`src/pin_ctrl_pkg.sv`:
```
package pin_ctrl_pkg;
    localparam int        DATA_WIDTH    = 8;
    localparam int        ADDR_WIDTH    = 4;
    // register index (byte address on the plain port)
    localparam logic [3:0] PULL_EN_ADDR  = 4'h0;
    localparam logic [3:0] SLEW_EN_ADDR  = 4'h1;
    localparam logic [3:0] PULL_DIR_ADDR = 4'h2;
    localparam logic [3:0] DRIVE_ADDR    = 4'h3;
    localparam logic [3:0] DIR_ADDR      = 4'h4;
    // implemented bits of each register
    localparam logic [7:0] PULL_MASK     = 8'hfd;
    localparam logic [7:0] OUTCTL_MASK   = 8'hfe;
    localparam logic [7:0] DIR_MASK      = 8'hfd;
    // reset values
    localparam logic [7:0] PULL_EN_RST   = 8'h00;
    localparam logic [7:0] SLEW_EN_RST   = 8'h00;
    localparam logic [7:0] PULL_DIR_RST  = 8'h00;
    localparam logic [7:0] DRIVE_RST     = 8'h00;
    localparam logic [7:0] DIR_RST       = 8'h00;
endpackage

```
`src/pin_ctrl_if.sv`:
```
`timescale 1ns/1ps
`default_nettype none
interface pin_ctrl_if;
    logic [7:0] pull_en;
    logic [7:0] pull_dir;
    logic [7:0] slew_en;
    logic [7:0] drive;
    logic [7:0] dir;
    modport regs (output pull_en, pull_dir, slew_en, drive, dir);
    modport pads (input pull_en, pull_dir, slew_en, drive, dir);
endinterface
`default_nettype wire

```
`src/pad_decode.sv`:
```
`timescale 1ns/1ps
`default_nettype none
module pad_decode (
    pin_ctrl_if.pads   cfg,
    output logic [7:0] pullup_on,
    output logic [7:0] pulldown_on,
    output logic [7:0] slew_on,
    output logic [7:0] drive_hi,
    output logic [7:0] driver_on
);
    // output when direction bit is 1
    assign driver_on   = cfg.dir;
    // resistor only on inputs with pull enabled; polarity chosen by pull_dir bit
    assign pullup_on   = cfg.pull_en & ~cfg.dir & ~cfg.pull_dir;
    assign pulldown_on = cfg.pull_en & ~cfg.dir & cfg.pull_dir;
    // slew and drive only matter for outputs
    assign slew_on     = cfg.slew_en & cfg.dir;
    assign drive_hi    = cfg.drive & cfg.dir;
endmodule
`default_nettype wire

```
`src/port_b_pin_control.sv`:
```
// Chosen here: the address map and strobed register access.
`timescale 1ns/1ps
`default_nettype none
// Notes on behaviour
// - one pull enable bit per pin, except pin 1
// - outputs force pulling resistor off
// - pull enable 0 off, 1 on
// - slew limit bits for pins 7..1
// - inputs ignore slew and drive bits
// - pull direction 0 up, 1 down
// - pull direction bit acts only when pull enabled
// - drive strength bits for pins 7..1
// - direction 1 output, 0 input
// - reset leaves inputs, pulls off
module port_b_pin_control (
    input  wire logic       clk,
    input  wire logic       rstn,
    input  wire logic [3:0] addr,
    input  wire logic [7:0] wdata,
    input  wire logic       wr,
    input  wire logic       rd,
    output logic      [7:0] rdata,
    output logic      [7:0] pullup_en,
    output logic      [7:0] pulldown_en,
    output logic      [7:0] slew_limit,
    output logic      [7:0] drive_high,
    output logic      [7:0] output_en
);
    logic [7:0] pull_en_q;
    logic [7:0] pull_dir_q;
    logic [7:0] slew_q;
    logic [7:0] drive_q;
    logic [7:0] dir_q;
    logic [7:0] rdata_d;
    logic [7:0] pu_w;
    logic [7:0] pd_w;
    logic [7:0] sl_w;
    logic [7:0] dh_w;
    logic [7:0] oe_w;

    // true when the port address selects register index idx
    function automatic logic hit(input logic [3:0] a,
                                 input logic [3:0] idx);
        return a == idx;
    endfunction

    // write decode, one strobe per control register
    wire        wr_pe  = wr && hit(addr, pin_ctrl_pkg::PULL_EN_ADDR);
    wire        wr_se  = wr && hit(addr, pin_ctrl_pkg::SLEW_EN_ADDR);
    wire        wr_pd  = wr && hit(addr, pin_ctrl_pkg::PULL_DIR_ADDR);
    wire        wr_ds  = wr && hit(addr, pin_ctrl_pkg::DRIVE_ADDR);
    wire        wr_dd  = wr && hit(addr, pin_ctrl_pkg::DIR_ADDR);

    pin_ctrl_if cfg_bus ();
    assign cfg_bus.pull_en  = pull_en_q;
    assign cfg_bus.pull_dir = pull_dir_q;
    assign cfg_bus.slew_en  = slew_q;
    assign cfg_bus.drive    = drive_q;
    assign cfg_bus.dir      = dir_q;

    pad_decode u_dec (
        .cfg         (cfg_bus.pads),
        .pullup_on   (pu_w),
        .pulldown_on (pd_w),
        .slew_on     (sl_w),
        .drive_hi    (dh_w),
        .driver_on   (oe_w)
    );

    // read mux, unmapped reads zero
    always_comb begin
        if (addr == pin_ctrl_pkg::PULL_EN_ADDR) begin
            rdata_d = pull_en_q;
        end else if (addr == pin_ctrl_pkg::SLEW_EN_ADDR) begin
            rdata_d = slew_q;
        end else if (addr == pin_ctrl_pkg::PULL_DIR_ADDR) begin
            rdata_d = pull_dir_q;
        end else if (addr == pin_ctrl_pkg::DRIVE_ADDR) begin
            rdata_d = drive_q;
        end else if (addr == pin_ctrl_pkg::DIR_ADDR) begin
            rdata_d = dir_q;
        end else begin
            rdata_d = 8'h00;
        end
    end

    // control registers, masked so dead bits stay zero
    always_ff @(posedge clk or negedge rstn) begin
        if (!rstn) begin
            pull_en_q  <= pin_ctrl_pkg::PULL_EN_RST;
            slew_q     <= pin_ctrl_pkg::SLEW_EN_RST;
            pull_dir_q <= pin_ctrl_pkg::PULL_DIR_RST;
            drive_q    <= pin_ctrl_pkg::DRIVE_RST;
            dir_q      <= pin_ctrl_pkg::DIR_RST;
        end else begin
            if (wr_pe) pull_en_q <= wdata & pin_ctrl_pkg::PULL_MASK;
            if (wr_se) slew_q <= wdata & pin_ctrl_pkg::OUTCTL_MASK;
            if (wr_pd) pull_dir_q <= wdata & pin_ctrl_pkg::PULL_MASK;
            if (wr_ds) drive_q <= wdata & pin_ctrl_pkg::OUTCTL_MASK;
            if (wr_dd) dir_q <= wdata & pin_ctrl_pkg::DIR_MASK;
        end
    end

    // registered outputs: read data and pad controls
    always_ff @(posedge clk or negedge rstn) begin
        if (!rstn) begin
            rdata       <= 8'h00;
            pullup_en   <= 8'h00;
            pulldown_en <= 8'h00;
            slew_limit  <= 8'h00;
            drive_high  <= 8'h00;
            output_en   <= 8'h00;
        end else begin
            rdata       <= rd ? rdata_d : 8'h00;
            pullup_en   <= pu_w;
            pulldown_en <= pd_w;
            slew_limit  <= sl_w;
            drive_high  <= dh_w;
            output_en   <= oe_w;
        end
    end

    // pulls never act on a driven pin
    AST_OUT_NO_PULL: assert property (@(posedge clk)
        disable iff (!rstn)
        ((pullup_en | pulldown_en) & output_en) == 8'h00)
        else $error("pull active on an output pin");

    // a pull enable write reaches the pads two edges later
    AST_PULL_EN: assert property (@(posedge clk)
        disable iff (!rstn)
        wr_pe ##1 !wr_dd |=> (pullup_en | pulldown_en) ==
            ($past(wdata, 2) & pin_ctrl_pkg::PULL_MASK & ~output_en))
        else $error("pull enable not applied");

    // one polarity at a time
    AST_PULL_POL: assert property (@(posedge clk)
        disable iff (!rstn)
        (pullup_en & pulldown_en) == 8'h00)
        else $error("pullup and pulldown together");

    // no resistor without its enable bit
    AST_PULL_GATE: assert property (@(posedge clk)
        disable iff (!rstn)
        ((pullup_en | pulldown_en) & ~$past(pull_en_q)) == 8'h00)
        else $error("pull active without enable");

    // slew and drive are dead on inputs
    AST_IN_IGNORE: assert property (@(posedge clk)
        disable iff (!rstn)
        ((slew_limit | drive_high) & ~output_en) == 8'h00)
        else $error("slew or drive on an input");

    // a direction write reaches the driver enables two edges later
    AST_DIR: assert property (@(posedge clk)
        disable iff (!rstn)
        wr_dd |=> ##1 output_en == ($past(wdata, 2) & pin_ctrl_pkg::DIR_MASK))
        else $error("direction not applied");

    // bits with no control never get set
    AST_DEAD_BITS: assert property (@(posedge clk)
        disable iff (!rstn)
        pull_en_q[1] == 1'b0 && slew_q[0] == 1'b0 && drive_q[0] == 1'b0 &&
            pull_dir_q[1] == 1'b0 && dir_q[1] == 1'b0)
        else $error("unimplemented bit set");

    // a slew write reaches the pads two edges later
    AST_SLEW_BITS: assert property (@(posedge clk)
        disable iff (!rstn)
        wr_se ##1 !wr_dd |=> slew_limit ==
            ($past(wdata, 2) & pin_ctrl_pkg::OUTCTL_MASK & output_en))
        else $error("slew bits not applied");

    // drive strength register reads back
    AST_READ: assert property (@(posedge clk)
        disable iff (!rstn)
        rd && addr == pin_ctrl_pkg::DRIVE_ADDR |=> rdata == $past(drive_q))
        else $error("drive read wrong");

    // pullup only where the polarity bit is 0
    AST_PULLUP_SEL: assert property (@(posedge clk)
        disable iff (!rstn)
        pullup_en == ($past(pull_en_q) & ~$past(pull_dir_q) & ~output_en))
        else $error("pullup selection wrong");

    // pulldown only where the polarity bit is 1
    AST_PULLDOWN_SEL: assert property (@(posedge clk)
        disable iff (!rstn)
        pulldown_en == ($past(pull_en_q) & $past(pull_dir_q) & ~output_en))
        else $error("pulldown selection wrong");

    // enable bit 1 turns the resistor on for an input pin
    AST_PULL_ON: assert property (@(posedge clk)
        disable iff (!rstn)
        (pullup_en | pulldown_en) == ($past(pull_en_q) & ~output_en))
        else $error("pull enable encoding wrong");

    // high drive only on outputs with the bit set
    AST_DRIVE_BITS: assert property (@(posedge clk)
        disable iff (!rstn)
        drive_high == ($past(drive_q) & output_en))
        else $error("drive strength wrong");

    // slew limit follows its register on outputs
    AST_SLEW_FOLLOW: assert property (@(posedge clk)
        disable iff (!rstn)
        slew_limit == ($past(slew_q) & output_en))
        else $error("slew limit wrong");

    // driver enable is the registered direction
    AST_OE_FOLLOW: assert property (@(posedge clk)
        disable iff (!rstn)
        output_en == $past(dir_q))
        else $error("driver enable wrong");

    // pad outputs of dead bit positions stay low
    AST_OUT_DEAD: assert property (@(posedge clk)
        disable iff (!rstn)
        slew_limit[0] == 1'b0 && drive_high[0] == 1'b0 &&
            pullup_en[1] == 1'b0 && pulldown_en[1] == 1'b0 &&
            output_en[1] == 1'b0)
        else $error("dead pad bit active");

    // pull enable register reads back
    AST_RD_PULL_EN: assert property (@(posedge clk)
        disable iff (!rstn)
        rd && addr == pin_ctrl_pkg::PULL_EN_ADDR |=> rdata == $past(pull_en_q))
        else $error("pull enable read wrong");

    // slew register reads back
    AST_RD_SLEW: assert property (@(posedge clk)
        disable iff (!rstn)
        rd && addr == pin_ctrl_pkg::SLEW_EN_ADDR |=> rdata == $past(slew_q))
        else $error("slew read wrong");

    // pull direction register reads back
    AST_RD_PULL_DIR: assert property (@(posedge clk)
        disable iff (!rstn)
        rd && addr == pin_ctrl_pkg::PULL_DIR_ADDR |=>
            rdata == $past(pull_dir_q))
        else $error("pull direction read wrong");

    // direction register reads back
    AST_RD_DIR: assert property (@(posedge clk)
        disable iff (!rstn)
        rd && addr == pin_ctrl_pkg::DIR_ADDR |=> rdata == $past(dir_q))
        else $error("direction read wrong");

    // unmapped addresses read zero
    AST_RD_UNMAPPED: assert property (@(posedge clk)
        disable iff (!rstn)
        rd && addr > pin_ctrl_pkg::DIR_ADDR |=> rdata == 8'h00)
        else $error("unmapped read not zero");

    // unmapped writes change nothing
    AST_WR_UNMAPPED: assert property (@(posedge clk)
        disable iff (!rstn)
        wr && addr > pin_ctrl_pkg::DIR_ADDR |=> $stable(pull_en_q) &&
            $stable(slew_q) && $stable(pull_dir_q) && $stable(drive_q) &&
            $stable(dir_q))
        else $error("unmapped write took effect");

    // reset leaves pins undriven with pulls off
    AST_RESET_OUT: assert property (@(posedge clk)
        !rstn |-> (pullup_en | pulldown_en | output_en) == 8'h00)
        else $error("pin active during reset");

    // pull enable write lands masked
    AST_WR_PULL_EN: assert property (@(posedge clk)
        disable iff (!rstn)
        wr_pe |=> pull_en_q == ($past(wdata) & pin_ctrl_pkg::PULL_MASK))
        else $error("pull enable write wrong");

    // slew write lands masked
    AST_WR_SLEW: assert property (@(posedge clk)
        disable iff (!rstn)
        wr_se |=> slew_q == ($past(wdata) & pin_ctrl_pkg::OUTCTL_MASK))
        else $error("slew write wrong");

    // pull direction write lands masked
    AST_WR_PULL_DIR: assert property (@(posedge clk)
        disable iff (!rstn)
        wr_pd |=> pull_dir_q == ($past(wdata) & pin_ctrl_pkg::PULL_MASK))
        else $error("pull direction write wrong");

    // drive write lands masked
    AST_WR_DRIVE: assert property (@(posedge clk)
        disable iff (!rstn)
        wr_ds |=> drive_q == ($past(wdata) & pin_ctrl_pkg::OUTCTL_MASK))
        else $error("drive write wrong");

    // pull enable holds without a write to it
    AST_HOLD_PULL_EN: assert property (@(posedge clk)
        disable iff (!rstn)
        !wr_pe |=> $stable(pull_en_q))
        else $error("pull enable changed unasked");

    // slew holds without a write to it
    AST_HOLD_SLEW: assert property (@(posedge clk)
        disable iff (!rstn)
        !wr_se |=> $stable(slew_q))
        else $error("slew changed unasked");

    // pull direction holds without a write to it
    AST_HOLD_PULL_DIR: assert property (@(posedge clk)
        disable iff (!rstn)
        !wr_pd |=> $stable(pull_dir_q))
        else $error("pull direction changed unasked");

    // drive holds without a write to it
    AST_HOLD_DRIVE: assert property (@(posedge clk)
        disable iff (!rstn)
        !wr_ds |=> $stable(drive_q))
        else $error("drive changed unasked");

    // direction holds without a write to it
    AST_HOLD_DIR: assert property (@(posedge clk)
        disable iff (!rstn)
        !wr_dd |=> $stable(dir_q))
        else $error("direction changed unasked");
endmodule
`default_nettype wire

```
`config.mk`:
```
export PLATFORM = sky130hd
export DESIGN_NAME = port_b_pin_control
export DESIGN_NICKNAME = d
export VERILOG_FILES = /design/src/pin_ctrl_pkg.sv /design/src/pin_ctrl_if.sv /design/src/pad_decode.sv /design/src/port_b_pin_control.sv
export SDC_FILE = /design/constraint.sdc
export NUM_CORES = 1
export LEC_CHECK = 0
export BUFFER_PORTS_ARGS = -buffer_cell sky130_fd_sc_hd__buf_2
export CORE_ASPECT_RATIO = 0.8
export CORE_MARGIN = 2
export CORE_UTILIZATION = 48
export DETAILED_ROUTE_END_ITERATION = 10
export PLACE_DENSITY = 0.71
export SLEW_MARGIN = 20
export SYNTH_ARGS = -nofsm -noshare
export SYNTH_HDL_FRONTEND = slang
export SYNTH_SLANG_ARGS = --single-unit
```
`constraint.sdc`:
```
create_clock -name clk -period 1.1 [get_ports clk]
set_input_delay 0.22 -clock clk [delete_from_list [all_inputs] [get_ports clk]]
set_output_delay 0.22 -clock clk [all_outputs]
set_load 0.01 [all_outputs]
```
### Yosys cells after proc, flatten, opt, wreduce, memory -nomap -nowiden

Index checks and enable logic that the tools add are counted.

| word-level totals | value |
|---|---|
| bits in registers | 82 |
| output and inout bits | 48 |
| logic and storage cells | 34 |

| operators by class | value |
|---|---|
| bitwise gates (word level) | 7 |
| reductions and logical operators | 6 |
| equal/unequal tests | 4 |
| multiplexer cells | 6 |

Operators with widths:

| cell | count |
|---|---|
| 2-to-1 mux 8 bit | 6 |
| AND 8 bit | 5 |
| inverter 8 bit | 2 |
| == test 4 x 2 -> 1 bit (second input constant) | 2 |
| logical AND 1 bit | 5 |
| == test 4 x 1 -> 1 bit (second input constant) | 1 |
| == test 4 x 3 -> 1 bit (second input constant) | 1 |
| zero test 4 bit | 1 |

### Longest topological paths before layout

| depth | value |
|---|---|
| depth after elaboration | 7 |
| mapped depth | 5 |

### Modules after synthesis

A second synthesis with hierarchy kept.

| second synthesis, totals | value |
|---|---|
| cell total of the unflattened synthesis | 230 |
| area, all modules | 3,284.4 um^2 |

Modules (own cells, without submodules):

| module | area each (um^2) | seq. area each (um^2) | cells an instance | instances |
|---|---|---|---|---|
| port_b_pin_control | 2,986.6 | 2,077.0 | 190 | 1 |
| pad_decode | 297.8 | 0.0 | 40 | 1 |

### Least setup slack after synthesis

No wires, ideal clock.

| timing | value |
|---|---|
| path kind | input port to flip-flop |
| start | input addr[2] |
| end | register drive_q[1], in the netlist cfg_bus.drive[1] |
| arrival time | 1.093 ns |
| stages | 4 |
| path buffers | 1 |
| setup time | 0.125 ns |
| setup slack | -0.118 ns |
| cells stage by stage | nor3b_4 and3_1 buf_4 mux2_2 |

| on the way | value |
|---|---|
| word-level cells in the longest chain between the ends | 2 |

RTL lines:

| item | line | source |
|---|---|---|
| start: declaration | port_b_pin_control.sv:18 | `input wire logic [3:0] addr,` |
| == test 4 x 2 -> 1 bit | port_b_pin_control.sv:44 | `return a == idx;` |
| logical AND 1 bit | port_b_pin_control.sv:51 | `wire wr_ds = wr && hit(addr, pin_ctrl_pkg::DRIVE_ADDR);` |
| end signal: assignment | port_b_pin_control.sv:93 | `drive_q <= pin_ctrl_pkg::DRIVE_RST;` |
| end signal: assignment | port_b_pin_control.sv:99 | `if (wr_ds) drive_q <= wdata & pin_ctrl_pkg::OUTCTL_MASK;` |
| end: declaration | port_b_pin_control.sv:32 | `logic [7:0] drive_q;` |

No other way between the ends.
A chain may end at the register's enable or synchronous reset.

### Final worst setup path

| timing | value |
|---|---|
| start | register pull_dir_q[3], in the netlist cfg_bus.pull_dir[3] |
| end | register rdata[3] |

| on the way | value |
|---|---|
| word-level cells in the longest chain between the ends | 4 |

RTL lines:

| item | line | source |
|---|---|---|
| start: declaration | port_b_pin_control.sv:30 | `logic [7:0] pull_dir_q;` |
| start signal: assignment | port_b_pin_control.sv:92 | `pull_dir_q <= pin_ctrl_pkg::PULL_DIR_RST;` |
| start signal: assignment | port_b_pin_control.sv:98 | `if (wr_pd) pull_dir_q <= wdata & pin_ctrl_pkg::PULL_MASK;` |
| 2-to-1 mux 8 bit | port_b_pin_control.sv:76 | `end else if (addr == pin_ctrl_pkg::PULL_DIR_ADDR) begin` |
| 2-to-1 mux 8 bit | port_b_pin_control.sv:74 | `end else if (addr == pin_ctrl_pkg::SLEW_EN_ADDR) begin` |
| 2-to-1 mux 8 bit | port_b_pin_control.sv:72 | `if (addr == pin_ctrl_pkg::PULL_EN_ADDR) begin` |
| 2-to-1 mux 8 bit | port_b_pin_control.sv:114 | `rdata <= rd ? rdata_d : 8'h00;` |
| end signal: assignment | port_b_pin_control.sv:114 |  |
| end: declaration | port_b_pin_control.sv:22 | `output logic [7:0] rdata,` |

No other way between the ends.

==> impl_metrics.ini <==
[floorplanning]
start_util_pct = 50.73
die_w_um = 93.08
die_area_um2 = 7005
ios = 64
core-area_um2 = 6006
die_y_um = 75.26
rows = 25

[critical_path]
critical_path_class = reg2reg
start_kind = flip-flop
path_max_fanout = 2
cp-end-kind = flip-flop
crit_arrival_ps = 1350
r2r_setup_slack_ps = -40
worstPathRequired_ps = 1310

[yosys]
synth-edff-count = 0
syn_inst = 214
synth.area.top_cells = dfrtp_1 62%, mux2_2 13%, and2_1 2.5%
yosys.area.top_type_share_pct = 62.42
netlist_area_um2 = 3047
syn_area_per_cell_um2 = 14.24
synth_seq_cells = 76
seq_area_frac_synth_pct = 62.42
synth_largest_area_cell = dfrtp_1
ys.flop_type = dfrtp_1
ys_types = 33
yosysWarningCount = 0
synthArstFlopShare_pct = 100.0

[routing]
vias_per_cell = 5.063
drt-initial-drc-count = 76
drc = 0
wl_per_cell_um = 15.84
final_antenna_net_count = 0
vias = 2020
firstDrtPassIters = 4
drt_wl_total_um = 6320

[global_routing]
grt_max_degree = 77
gr-total-overflow = 0
grt_pass1_wl_um = 10300
antenna_found_initial = 0
track_usage_pct = 20.13
grt_pass1_vias = 1980

[clocking]
clkSinkCount = 76
cts_root_buf = clkbuf_8
htree_levels = 3
cts_max_path_buffers = 2
numCtsBuffers = 9
clkTransAtPathRegs_ps = 80
cts_tree = done
clk_latency_ps = 350

[place]
io_buffers = 56
dpl.hpwl_um = 4236
gp_congestion = 0.8144
dp_cells = 376
placed_area_um2 = 3669

[timing]
hold_viol_final = 0
fmax_mhz = 876.3
grt_setup_unrepaired = true
report.final.slew_viol_count = 0
min_period_over_period_pct = 103.7
tns_ps = -61.36
fin_crit_ps = 1141
fin_skew_ps = 7.666
setup_viol = 3
worst_slack_ps = -41.21

[power_and_ir_drop]
p_per_area_nw_per_um2 = 1760
power_mw = 7.034
peakVddDrop_uv = 850.9
leakage_nw = 2.038

[status]
failed_checks = setup timing
status = complete, but fails checks

[finish]
layout.cells.non_filler = 399
fin_area_um2 = 3998
finalNetCount = 329
n_antenna_cell = 0
fillerInstances = 464
syn_to_final_growth_pct = 31.21
drive_gt1_share_pct = 53.14

[job]
drv_cap = 0

[min_path]
hold_class = in2reg
[per-layer routing]
layer / vias to the layer above / share of wire, % / GRT usage (%)
met5: - / 0 / 0
met4: 0 / 1.2 / 5.882
met3: 8 / 5.0 / 6.607
met2: 50 / 48 / 31.88
met1: 1010 / 45 / 27.08
li1: 952 / - / -
[logic make-up after synthesis]
| kind of cell | share of synthesized area (%) |
|---|---|
| compound gates | 3.162 |
| buf+inv | 3.778 |
| flops | 62.42 |
| mux | 14.58 |
| other cells | 0.1231 |
| simple gates | 15.93 |
[metrics by stage]
step,setup slack [ps],hold WS [ps],util (%)
global route,-65.53,115.1,66.56
detailed placement,-344.4,286.5,61.08
finish,-41.21,133.9,66.56
CTS,-19.29,109.3,65.60
global placement,-307.9,282.1,61.08
floorplan,-110.4,-75.59,-
[cells in the final DEF, fill, tap and decap left out, types with 3 or more instances in the layout]
master and n:
a21oi_1 6, mux2_4 7, mux2_2 28, nor3_1 6, and2_1 12, dfrtp_1 76, clkinvlp_4 3, nor2_1 3
nor3b_1 8, conb_1 7, mux2i_1 5, inv_1 4, and3b_1 7, clkbuf_8 10, and4bb_2 6, buf_4 39
buf_2 56
[flip-flops by register name (all words and copies together), names as in the netlist]
register	cells
cfg_bus.dir	7
rdata	8
cfg_bus.pull_dir	7
cfg_bus.pull_en	7
pulldown_en	7
output_en	7
drive_high	6
slew_limit	6
cfg_bus.slew_en	7
pullup_en	7
cfg_bus.drive	7
[critical path, cell delays in order (launching register included)]
cell	delay, ps
dfrtp_1	390
nor4bb_4	160
nor4_2	320
o32ai_1	130
[path summary, 6_finish.rpt]
| check | end | startpoint | cells past startpoint |
|---|---|---|---|
| worst max-delay path | rdata[3] | cfg_bus.pull_dir[3] | 3 |
| worst min-delay path | cfg_bus.pull_dir[0] | wdata[0] | 2 |
| worst max register to register | rdata[3] | cfg_bus.pull_dir[3] | 3 |
| worst min register to register | output_en[0] | cfg_bus.dir[0] | 0 |
| max in group asynchronous | rdata[0] | rstn | 3 |
| min in group asynchronous | drive_high[2] | rstn | 3 |
[layout make-up]
class | count | area, µm² | area share (%)
tap | 81 | 101.3 | 2.535
clock inverter | 5 | 36.28 | 0.9077
sequential | 76 | 1902 | 47.57
timing repair buffer | 98 | 614.3 | 15.37
multi-input combinational | 124 | 1187 | 29.70
clock buffer | 11 | 141.4 | 3.537
inverter | 4 | 15.01 | 0.3756
[synthesized netlist by cell type (2+ instances only)]
cell,n
buf_4,9
a21oi_1,6
dfrtp_1,76
nor2_1,4
mux2_2,35
nor3_1,6
and2_1,12
buf_2,4
nand3_1,2
and3b_1,7
nand3b_2,2
mux2i_1,5
nor4_1,4
inv_1,4
nor4bb_1,2
and4bb_2,6
clkbuf_1,2
o21a_1,2
nand2b_1,2
o32ai_1,4
nor3b_1,8
[report_power, final]
group	switching (mW)	internal (mW)	leakage [nW]
sequential	0.279	3.32	0.974
clock	1.00	0.883	0.0820
combinational	0.681	0.866	0.982
[what timing repair did]
action / in CTS / in global routing
hold endpoints to repair: 76 / 0
hold buffers: 1 / 0
pin swaps: 7 / 7
gates resized for setup: 11 / 3
endpoints found under the setup margin: 8 / 34
buffers inserted: 1 / 5
(Power assumes the default switching activity.)
